File: config.mk
export PLATFORM = sky130hd
export DESIGN_NAME = sesr_top
export DESIGN_NICKNAME = d
export VERILOG_FILES = /design/src/rtl/sesr_pkg.sv /design/src/rtl/sesr_evt_if.sv /design/src/rtl/sesr_top.sv /design/src/rtl/sesr_event_latch.sv
export SDC_FILE = /design/constraint.sdc
export NUM_CORES = 1
export LEC_CHECK = 0
export BUFFER_PORTS_ARGS = -buffer_cell sky130_fd_sc_hd__buf_2
export CORE_MARGIN = 2
export CORE_UTILIZATION = 46
export CTS_CLUSTER_DIAMETER = 80
export DETAILED_ROUTE_END_ITERATION = 10
export MAX_ROUTING_LAYER = met4
export PLACE_DENSITY = 0.76
export SLEW_MARGIN = 0
export SYNTH_ARGS = -nofsm -noshare
export SYNTH_HDL_FRONTEND = slang
export SYNTH_HIERARCHICAL = 1
export SYNTH_SLANG_ARGS = --single-unit
export TNS_END_PERCENT = 1
File: constraint.sdc
create_clock -name core_clk -period 1.6 [get_ports core_clk]
set_clock_uncertainty 0.15 [all_clocks]
set_input_delay 0.16 -clock core_clk [delete_from_list [all_inputs] [get_ports core_clk]]
set_output_delay 0.16 -clock core_clk [all_outputs]
set_load 0.005 [all_outputs]
File: src/rtl/sesr_pkg.sv
package sesr_pkg;

  // ---------------------------------------------------------------
  // Event bit positions
  // ---------------------------------------------------------------
  localparam int EV_OPC  = 0;
  localparam int EV_RQC  = 1;
  localparam int EV_QYE  = 2;
  localparam int EV_DDE  = 3;
  localparam int EV_EXE  = 4;
  localparam int EV_CME  = 5;
  localparam int EV_URQ  = 6;
  localparam int EV_PON  = 7;

  // ---------------------------------------------------------------
  // Status byte bit positions
  // ---------------------------------------------------------------
  localparam int SB_ESB  = 5;
  localparam int SB_MSS  = 6;

  // ---------------------------------------------------------------
  // Widths and reset values
  // ---------------------------------------------------------------
  localparam int EVENT_WIDTH = 16;
  localparam int BYTE_WIDTH  = 8;
  localparam logic [7:0] EVENT_RESET     = 8'h80;
  localparam logic [7:0] EVENT_MASK_RST  = 8'h00;
  localparam logic [7:0] SRQ_MASK_RST    = 8'h00;

  // ---------------------------------------------------------------
  // Register select codes on the command port
  // ---------------------------------------------------------------
  typedef enum logic [1:0]
  {
    SEL_EVENT  = 2'b00,
    SEL_EMASK  = 2'b01,
    SEL_STATUS = 2'b10,
    SEL_SRQM   = 2'b11
  } sesr_sel_type;

endpackage

File: src/rtl/sesr_evt_if.sv
interface sesr_evt_if;
  import sesr_pkg::*;
  logic [7:0] set_pulse;
  logic       clear_all;
  logic [7:0] flags;

  modport owner (input set_pulse, input clear_all, output flags);
  modport user  (output set_pulse, output clear_all, input flags);
endinterface

File: src/rtl/sesr_top.sv
// Behaviour
// - Event register bits 8 to 15 always read as zero.
// - Bit 7 set after a power cycle since the last read.
// - User request bit 6 is never set.
// - Bit 5 set on syntax, unknown command or trigger-inside-message error.
// - Bit 4 set on out-of-range parameter or unexecutable valid command.
// - Bit 3 set on device dependent internal failure.
// - Bit 2 set on read of empty output queue or lost data.
// - Bit 1 set while requesting to become active controller.
// - Bit 0 set only when operation-complete command finishes pending work.
// - Reading the event register or clear-status clears every bit that is not set again in the same cycle.
// - Event enable mask written with an integer, readable, zero clears it.
// - Eight-bit status byte holds group and output queue summaries.
// - Service request raised from status byte contents.
// - Eight-bit service request mask gates each summary bit.
// - Status bit 5 true when any enabled event bit is set.
// - Bit 6 master summary is OR of enabled other bits.
// - Serial poll clears request-service bit only, others unchanged.
module sesr_top
  import sesr_pkg::*;
(
  input  wire logic        core_clk,       // 25 MHz core clock
  input  wire logic        resetn,         // Async reset, active low
  input  wire logic        opc_cmd,        // Operation-complete command seen
  input  wire logic        ops_idle,       // No selected operation pending
  input  wire logic        req_control,    // Asking to take bus control
  input  wire logic        syntax_err,     // Message broke syntax
  input  wire logic        unknown_cmd,    // Unrecognised command
  input  wire logic        trig_in_msg,    // Trigger inside program message
  input  wire logic        param_err,      // Parameter out of range
  input  wire logic        exec_blocked,   // Valid command could not run
  input  wire logic        device_err,     // Internal operation failed
  input  wire logic        queue_empty_rd, // Read of empty output queue
  input  wire logic        queue_lost,     // Output data lost
  input  wire logic [7:0]  summary_in,     // Other group summaries and queue
  input  wire logic        cls_cmd,        // Clear-status command
  input  wire logic        reg_rd,         // Register query pulse
  input  wire logic        reg_wr,         // Register write pulse
  input  wire logic [1:0]  reg_sel,        // Register selected
  input  wire logic [7:0]  reg_wdata,      // Write integer
  input  wire logic        spoll,          // Serial poll pulse
  output logic      [15:0] reg_rdata,      // Query answer
  output logic             reg_rvalid,     // Answer valid pulse
  output logic      [7:0]  spoll_byte,     // Serial poll response
  output logic             srq             // Service request to bus
);

  // ---------------------------------------------------------------
  // Reset release
  // ---------------------------------------------------------------
  logic rst_meta;
  logic rst_n;

  always_ff @(posedge core_clk or negedge resetn)
  begin
    if (!resetn)
    begin
      rst_meta <= 1'b0;
      rst_n    <= 1'b0;
    end
    else
    begin
      rst_meta <= 1'b1;
      rst_n    <= rst_meta;
    end
  end

  // ---------------------------------------------------------------
  // Standard event register
  // ---------------------------------------------------------------
  sesr_evt_if evt ();
  logic [7:0] next_set;
  logic       opc_armed;
  logic       rd_event;

  assign rd_event = reg_rd && (reg_sel == SEL_EVENT);

  // Operation complete waits for the pending work to drain
  always_ff @(posedge core_clk or negedge rst_n)
  begin
    if (!rst_n)
      opc_armed <= 1'b0;
    else if (opc_cmd && !ops_idle)
      opc_armed <= 1'b1;
    else if (ops_idle)
      opc_armed <= 1'b0;
  end

  always_comb
  begin
    next_set = 8'h00;
    next_set[EV_OPC] = ops_idle && (opc_cmd || opc_armed);
    next_set[EV_RQC] = req_control;
    next_set[EV_QYE] = queue_empty_rd || queue_lost;
    next_set[EV_DDE] = device_err;
    next_set[EV_EXE] = param_err || exec_blocked;
    next_set[EV_CME] = syntax_err || unknown_cmd || trig_in_msg;
    next_set[EV_URQ] = 1'b0;
    // Power-on comes only from the reset value
    next_set[EV_PON] = 1'b0;
  end

  assign evt.set_pulse = next_set;
  assign evt.clear_all = rd_event || cls_cmd;

  sesr_event_latch u_latch
  (
    .clk   (core_clk),
    .rst_n (rst_n),
    .evt   (evt)
  );

  // ---------------------------------------------------------------
  // Enable masks
  // ---------------------------------------------------------------
  logic [7:0] event_mask;
  logic [7:0] service_request_mask;

  always_ff @(posedge core_clk or negedge rst_n)
  begin
    if (!rst_n)
      event_mask <= EVENT_MASK_RST;
    else if (reg_wr && reg_sel == SEL_EMASK)
      event_mask <= reg_wdata;
  end

  always_ff @(posedge core_clk or negedge rst_n)
  begin
    if (!rst_n)
      service_request_mask <= SRQ_MASK_RST;
    else if (reg_wr && reg_sel == SEL_SRQM)
      service_request_mask <= reg_wdata;
  end

  // ---------------------------------------------------------------
  // Status byte
  // ---------------------------------------------------------------
  logic [7:0] summary_status_byte;
  logic       mss;
  logic       rqs;

  always_comb
  begin
    summary_status_byte = summary_in;
    summary_status_byte[SB_ESB] = |(evt.flags & event_mask);
    summary_status_byte[SB_MSS] = 1'b0;
  end

  assign mss = |(summary_status_byte & service_request_mask);

  // Request service latches on a new rise of the master summary
  logic mss_q;

  always_ff @(posedge core_clk or negedge rst_n)
  begin
    if (!rst_n)
      mss_q <= 1'b0;
    else
      mss_q <= mss;
  end

  always_ff @(posedge core_clk or negedge rst_n)
  begin
    if (!rst_n)
      rqs <= 1'b0;
    else if (mss && !mss_q)
      rqs <= 1'b1;
    else if (spoll || !mss)
      rqs <= 1'b0;
  end

  always_ff @(posedge core_clk or negedge rst_n)
  begin
    if (!rst_n)
      srq <= 1'b0;
    else
      srq <= rqs && !spoll;
  end

  always_ff @(posedge core_clk or negedge rst_n)
  begin
    if (!rst_n)
      spoll_byte <= 8'h00;
    else if (spoll)
    begin
      spoll_byte         <= summary_status_byte;
      spoll_byte[SB_MSS] <= rqs;
    end
  end

  // ---------------------------------------------------------------
  // Query answers
  // ---------------------------------------------------------------
  logic [15:0] next_rdata;

  always_comb
  begin
    next_rdata = 16'h0000;
    case (reg_sel)
      SEL_EVENT:  next_rdata = {8'h00, evt.flags};
      SEL_EMASK:  next_rdata = {8'h00, event_mask};
      SEL_STATUS: next_rdata = {8'h00, summary_status_byte | {1'b0, mss, 6'h00}};
      SEL_SRQM:   next_rdata = {8'h00, service_request_mask};
      default:    next_rdata = 16'h0000;
    endcase
  end

  always_ff @(posedge core_clk or negedge rst_n)
  begin
    if (!rst_n)
    begin
      reg_rdata  <= 16'h0000;
      reg_rvalid <= 1'b0;
    end
    else
    begin
      reg_rvalid <= reg_rd;
      if (reg_rd)
        reg_rdata <= next_rdata;
    end
  end

endmodule

File: src/rtl/sesr_event_latch.sv
module sesr_event_latch
  import sesr_pkg::*;
(
  input  wire logic   clk,     // Core clock
  input  wire logic   rst_n,   // Synchronised reset
  sesr_evt_if.owner   evt      // Event set and clear
);

  // ---------------------------------------------------------------
  // Sticky event bits
  // ---------------------------------------------------------------
  genvar i;
  generate
    for (i = 0; i < BYTE_WIDTH; i++)
    begin : g_bit
      always_ff @(posedge clk or negedge rst_n)
      begin
        if (!rst_n)
          evt.flags[i] <= EVENT_RESET[i];
        else if (evt.set_pulse[i])
          evt.flags[i] <= 1'b1;
        else if (evt.clear_all)
          evt.flags[i] <= 1'b0;
      end
    end
  endgenerate

endmodule

==> results of run 1 <==
-- cells by family (layout without fill, tap and decap cells) --
group	Yosys count	count (layout)	synth area share
flip-flops	47	47	0.568
multiplexers	36	36	0.230
buffers and inverters	18	95	0.0543
AO/OA/AOI/OAI	27	27	0.0911
AND/OR/NAND/NOR	18	18	0.0537
other	2	11	0.00362
-- timing repair --
action,CTS,global route
hold buffers,27,0
endpoints found under the hold margin,31,0
resized for setup,0,4
endpoints found under the setup margin,0,1
-- placed cells by master (no fill, tap or decap), types with 3 or more instances in the layout --
cell type,n
buf_2,50
a22oi_2,4
dlygate4sd3_1,27
nor2_1,4
nand3b_1,3
conb_1,11
mux4_2,6
buf_4,5
clkbuf_8,5
or2_2,3
a21o_1,9
inv_1,4
mux2_2,29
dfrtp_1,45
a21oi_1,3
a22oi_1,4
-- worst max-delay path, stage by stage --
cell and delay, ps:
dlygate4sd3_1 530, buf_2 150, mux4_2 460, mux2_2 280
-- registers in the layout, summed over array words and instances, names as in the netlist --
register              cells
opc_armed                 1
reg_rdata                 8
srq                       1
event_mask                8
service_request_mask      8
reg_rvalid                1
u_latch/evt.flags         8
rqs                       1
mss_q                     1
rst_n                     1
rst_meta                  1
spoll_byte                8
-- worst max path at each step --
stage,to,startpoint,slack (ps),depth (start not counted)
after floorplan,event_mask[0]$_DFFE_PN0P_,rst_n$_DFF_PN0_,50,0
after global routing,rqs$_DFFE_PN0P_,event_mask[0]$_DFFE_PN0P_,6,4
after detailed placement,rqs$_DFFE_PN0P_,event_mask[4]$_DFFE_PN0P_,70,4
final,reg_rdata[1]$_DFFE_PN0P_,summary_in[1],50,4
after global placement,rqs$_DFFE_PN0P_,u_latch/evt.flags[4]$_DFFE_PN0P_,90,4
after CTS,rqs$_DFFE_PN0P_,summary_in[3],50,6
-- per-stage QoR --
| stage | setup slack (ps) | hold slack (ps) | utilization |
|---|---|---|---|
| 2_1_floorplan | 46.7 | -286 | - |
| 3_3_place_gp | 93.6 | -204 | 0.544 |
| 3_5_place_dp | 68.2 | -205 | 0.544 |
| 4_1_cts | 54.4 | 3.03 | 0.625 |
| 5_1_grt | 5.97 | 12.7 | 0.629 |
| 6_report | 47.7 | 17.4 | 0.629 |
-- layout make-up --
type,count,area [um^2]
Fill cell,317,1610
Sequential cell,47,1180
Multi-Input combinational cell,92,838
Timing Repair Buffer,82,558
Clock buffer,7,76.3
Tap cell,52,65.1
Inverter,5,18.8
Clock inverter,1,5.00
-- per-layer routing --
metal,vias to the layer above,GRT usage
met5,-,-
met4,0,0.0692
met1,721,0.227
met3,9,0.0513
met2,36,0.325
li1,688,-
-- where the power goes --
group          total, mW  internal [mW]  switching (mW)
clock network      0.668          0.307           0.362
registers           1.50           1.37           0.129
logic              0.552          0.339           0.213
total               2.72           2.01           0.703
==> impl_metrics.json, run 1 <==
{
  "ys.flop_type": "dfrtp_1",
  "antenna_found_initial": 0,
  "numCtsBuffers": 5,
  "synthDistinctLibCells": 30,
  "cp.required_ps": 1630,
  "end_kind": "register",
  "root_buffer": "clkbuf_8",
  "async_flop_share": 1.00,
  "cp.arrival_ps": 1590,
  "synth_commonest_cells": "dfrtp_1, mux2_2, buf_4",
  "yosysTopAreaCellShare": 0.555,
  "power.leakage_nw": 1.27,
  "ir_worst_vdd_mv": 0.783,
  "grt_pass1_vias": 1551,
  "synth_seq_cells": 47,
  "detail-route-antenna-nets": 0,
  "fmax_mhz": 644,
  "route.detailed.drc": 0,
  "power_density_nw_per_um2": 991,
  "dr.first_iter.drc_count": 23,
  "grt_pass1_wl_mm": 7.22,
  "fin_nets": 268,
  "die_y_um": 71.2,
  "portBuffers": 50,
  "cts.sinks": 47,
  "crit_fanout": 3,
  "synth_edf_count": 0,
  "fin_cells": 286,
  "firstDrtPassIters": 4,
  "dieArea_um2": 5060,
  "wl_met2_mm": 2.29,
  "synth.area.top_cells": "dfrtp_1, mux2_2, mux4_2",
  "core-area_um2": 4350,
  "routed-via-count": 1454,
  "ys_seq_area_frac": 0.568,
  "drive_gt1_frac": 0.466,
  "dpl_cell_area_um2": 2370,
  "grt_max_degree": 22,
  "stdcell_area_um2": 2740,
  "timing.rr.start": "event_mask[0]$_DFFE_PN0P_",
  "die_w_um": 71.2,
  "clock_path_buffers": 2,
  "yosysMostFrequentCell": "dfrtp_1",
  "start_kind": "input pin",
  "wire_per_inst_um": 15.3,
  "rrSetupSlack_ps": 60,
  "r2r_end": "rqs$_DFFE_PN0P_",
  "grtUsageTotal": 0.195,
  "synth.avg_cell_area_um2": 14.0,
  "outcome": "completed",
  "yosysTopAreaCell": "dfrtp_1",
  "synthesis.area_um2": 2070,
  "dpl.hpwl_mm": 3.08,
  "gp_congestion": 0.799,
  "clkLatencyLatePin_ps": 300,
  "yosysWarnings": 6,
  "htree_levels": 2,
  "power.total_mw": 2.72,
  "initial_core_util": 0.476,
  "clk_pin_slew_worst_paths_ps": 80,
  "area_delta_synth_final_pct": 32.1,
  "maxCapViolations": 0,
  "fin_crit_ps": 1550,
  "rows": 24,
  "dp_cells": 251,
  "maxSlewViolCount": 0,
  "period_share": 0.970,
  "wl_met1_mm": 1.83,
  "diodes": 0,
  "postCtsSetupRepairBufs": 0,
  "grt-ovfl-total": 0,
  "ios": 61,
  "hold_viol_final": 0,
  "drt-vias-per-instance": 5.08,
  "worstSetupPathType": "in -> reg",
  "top_layer": "met4",
  "wl_mm": 4.38,
  "syn_inst": 148,
  "setup_viol": 0,
  "final.setup.tns_ps": 0,
  "worstHoldPathType": "in -> async",
  "cts_tree": "yes",
  "r2r.worst_path.cells": 4,
  "rsz0062_at_grt": "false",
  "met3_length_um": 179
}
Power figures use the tool's default switching activity.
==> run 2, diff against run 1 <==
Settings changed: CORE_UTILIZATION 46 to 55, PLACE_DENSITY 0.76 to 0.85.
Clock period 1.6 ns to 1.9 ns, I/O delays scaled along.
==> run 2 against run 1 <==
Combinational power is 19% lower. Via count decreased by 0.96%. Clock power decreased by 14%. Global-route usage increased by 3.7 points. Setup slack better by 56 ps. Wire length shrank 1.2%. Design area shrank 5.9%.
==> impl_metrics.json, run 2 (synthesized netlist as in run 1, its figures left out) <==
{
  "dpl.hpwl_mm": 3.05,
  "p_sw_frac": 0.263,
  "holdBufCountCts": 15,
  "fin_nets": 252,
  "root_buffer": "clkbuf_8",
  "p_comb_frac": 0.196,
  "power.leakage_nw": 1.20,
  "drive_gt1_frac": 0.463,
  "regArea_um2": 1180,
  "initial_core_util": 0.571,
  "p_seq_frac": 0.550,
  "clk_pin_slew_worst_paths_ps": 80,
  "portBuffers": 50,
  "wire_per_inst_um": 16.3,
  "detail-route-antenna-nets": 0,
  "dr.first_iter.drc_count": 65,
  "worstSetupPathType": "in -> reg",
  "power_density_nw_per_um2": 880,
  "p_switching_uw": 598,
  "maxCapViolations": 0,
  "diodes": 0,
  "final.setup.tns_ps": 0,
  "die_w_um": 65.4,
  "ir_worst_vdd_mv": 0.669,
  "wl_mm": 4.33,
  "fin_crit_ps": 1800,
  "grt_max_degree": 46,
  "crit_fanout": 1,
  "rsz0062_at_grt": "false",
  "route.detailed.drc": 0,
  "worstHoldPathType": "in -> reg",
  "period_share": 0.946,
  "area_delta_synth_final_pct": 24.2,
  "power.total_mw": 2.27,
  "cp.required_ps": 1940,
  "pwr-share-clk": 0.254,
  "outcome": "completed",
  "setup_viol": 0,
  "htree_levels": 2,
  "intPower_mw": 1.67,
  "cts_tree": "yes",
  "drt-vias-per-instance": 5.41,
  "rows": 22,
  "final_common_cell": "buf_2",
  "grt_pass1_vias": 1511,
  "fmax_mhz": 557,
  "ios": 61,
  "hold_viol_final": 0,
  "fill_cells": 262,
  "antenna_found_initial": 0,
  "dieArea_um2": 4280,
  "maxSlewViolCount": 0,
  "multi_input_area_um2": 818,
  "postCtsSetupRepairBufs": 0,
  "clock_path_buffers": 2,
  "clkLatencyLatePin_ps": 300,
  "cts.sinks": 47,
  "grtUsageTotal": 0.232,
  "firstDrtPassIters": 4,
  "gp_congestion": 0.799,
  "numCtsBuffers": 5,
  "end_kind": "register",
  "die_y_um": 65.4,
  "cp.arrival_ps": 1840,
  "core-area_um2": 3630,
  "routed-via-count": 1440,
  "start_kind": "input pin",
  "most-common-layout-cells": "buf_2, dfrtp_1, mux2_2, dlygate4sd3_1, conb_1",
  "grt-ovfl-total": 0,
  "grt_pass1_wl_mm": 7.04,
  "hold-worst-slack_ps": 12.8,
  "post_cts_resized": 0
}
-- run 2: cell count changes in the layout (fill, tap and decap cells not counted) --
cell / delta
dlygate4sd3_1: -12
a22oi_2: -4
buf_12: +1
a22oi_1: +4
buf_4: -5
-- run 2: area by class of cell --
cell class              instances  area share
multi-input cells              92       0.317
well taps                      48      0.0233
flip-flops and latches         47       0.457
inverters                       5     0.00728
clock buffers                   7      0.0296
repair buffers                 66       0.163
clock inverters                 1     0.00194
-- run 2: worst max-delay path: stages --
cell and delay, ps:
dlygate4sd3_1 550, buf_2 120, or2_2 250, dlygate4sd3_1 570, a21o_1 160
-- run 2: path summary, 6_finish.rpt --
path | from | depth (start not counted) | slack [ps] | to
worst max-delay path | param_err | 5 | 100 | u_latch/evt.flags[4]$_DFFE_PN0P_
worst min-delay path | trig_in_msg | 3 | 10 | u_latch/evt.flags[5]$_DFFE_PN0P_
worst max register to register | event_mask[4]$_DFFE_PN0P_ | 4 | 310 | rqs$_DFFE_PN0P_
worst min register to register | rst_n$_DFF_PN0_ | 1 | 90 | reg_rvalid$_DFF_PN0_
max in group asynchronous | rst_n$_DFF_PN0_ | 1 | 1260 | u_latch/evt.flags[7]$_DFFE_PN1P_
min in group asynchronous | resetn | 2 | 50 | rst_n$_DFF_PN0_
-- run 2: through the flow --
stage	util	cell area, um^2	cells	worst slack [ps]
floorplan	-	2110	157	347
global placement	0.646	2350	243	310
detailed placement	0.646	2350	243	277
CTS	0.709	2580	266	166
global route	0.709	2580	266	88.6
finish	0.709	2580	266	103
-- run 2: layer usage --
layer,wire [um],track usage,up-vias
met5,0,-,-
met4,24,0.0625,0
met3,218,0.0651,2
met2,2320,0.389,54
met1,1760,0.278,730
li1,-,-,654
-- run 2: power groups by stage --
stage	clock network [mW]	registers, mW	logic (mW)
3_3_place_gp	0	1.25	0.405
3_5_place_dp	0	1.27	0.426
2_1_floorplan	0	1.26	0.264
5_1_grt	0.643	1.26	0.490
4_1_cts	0.585	1.25	0.450
6_report	0.576	1.25	0.445
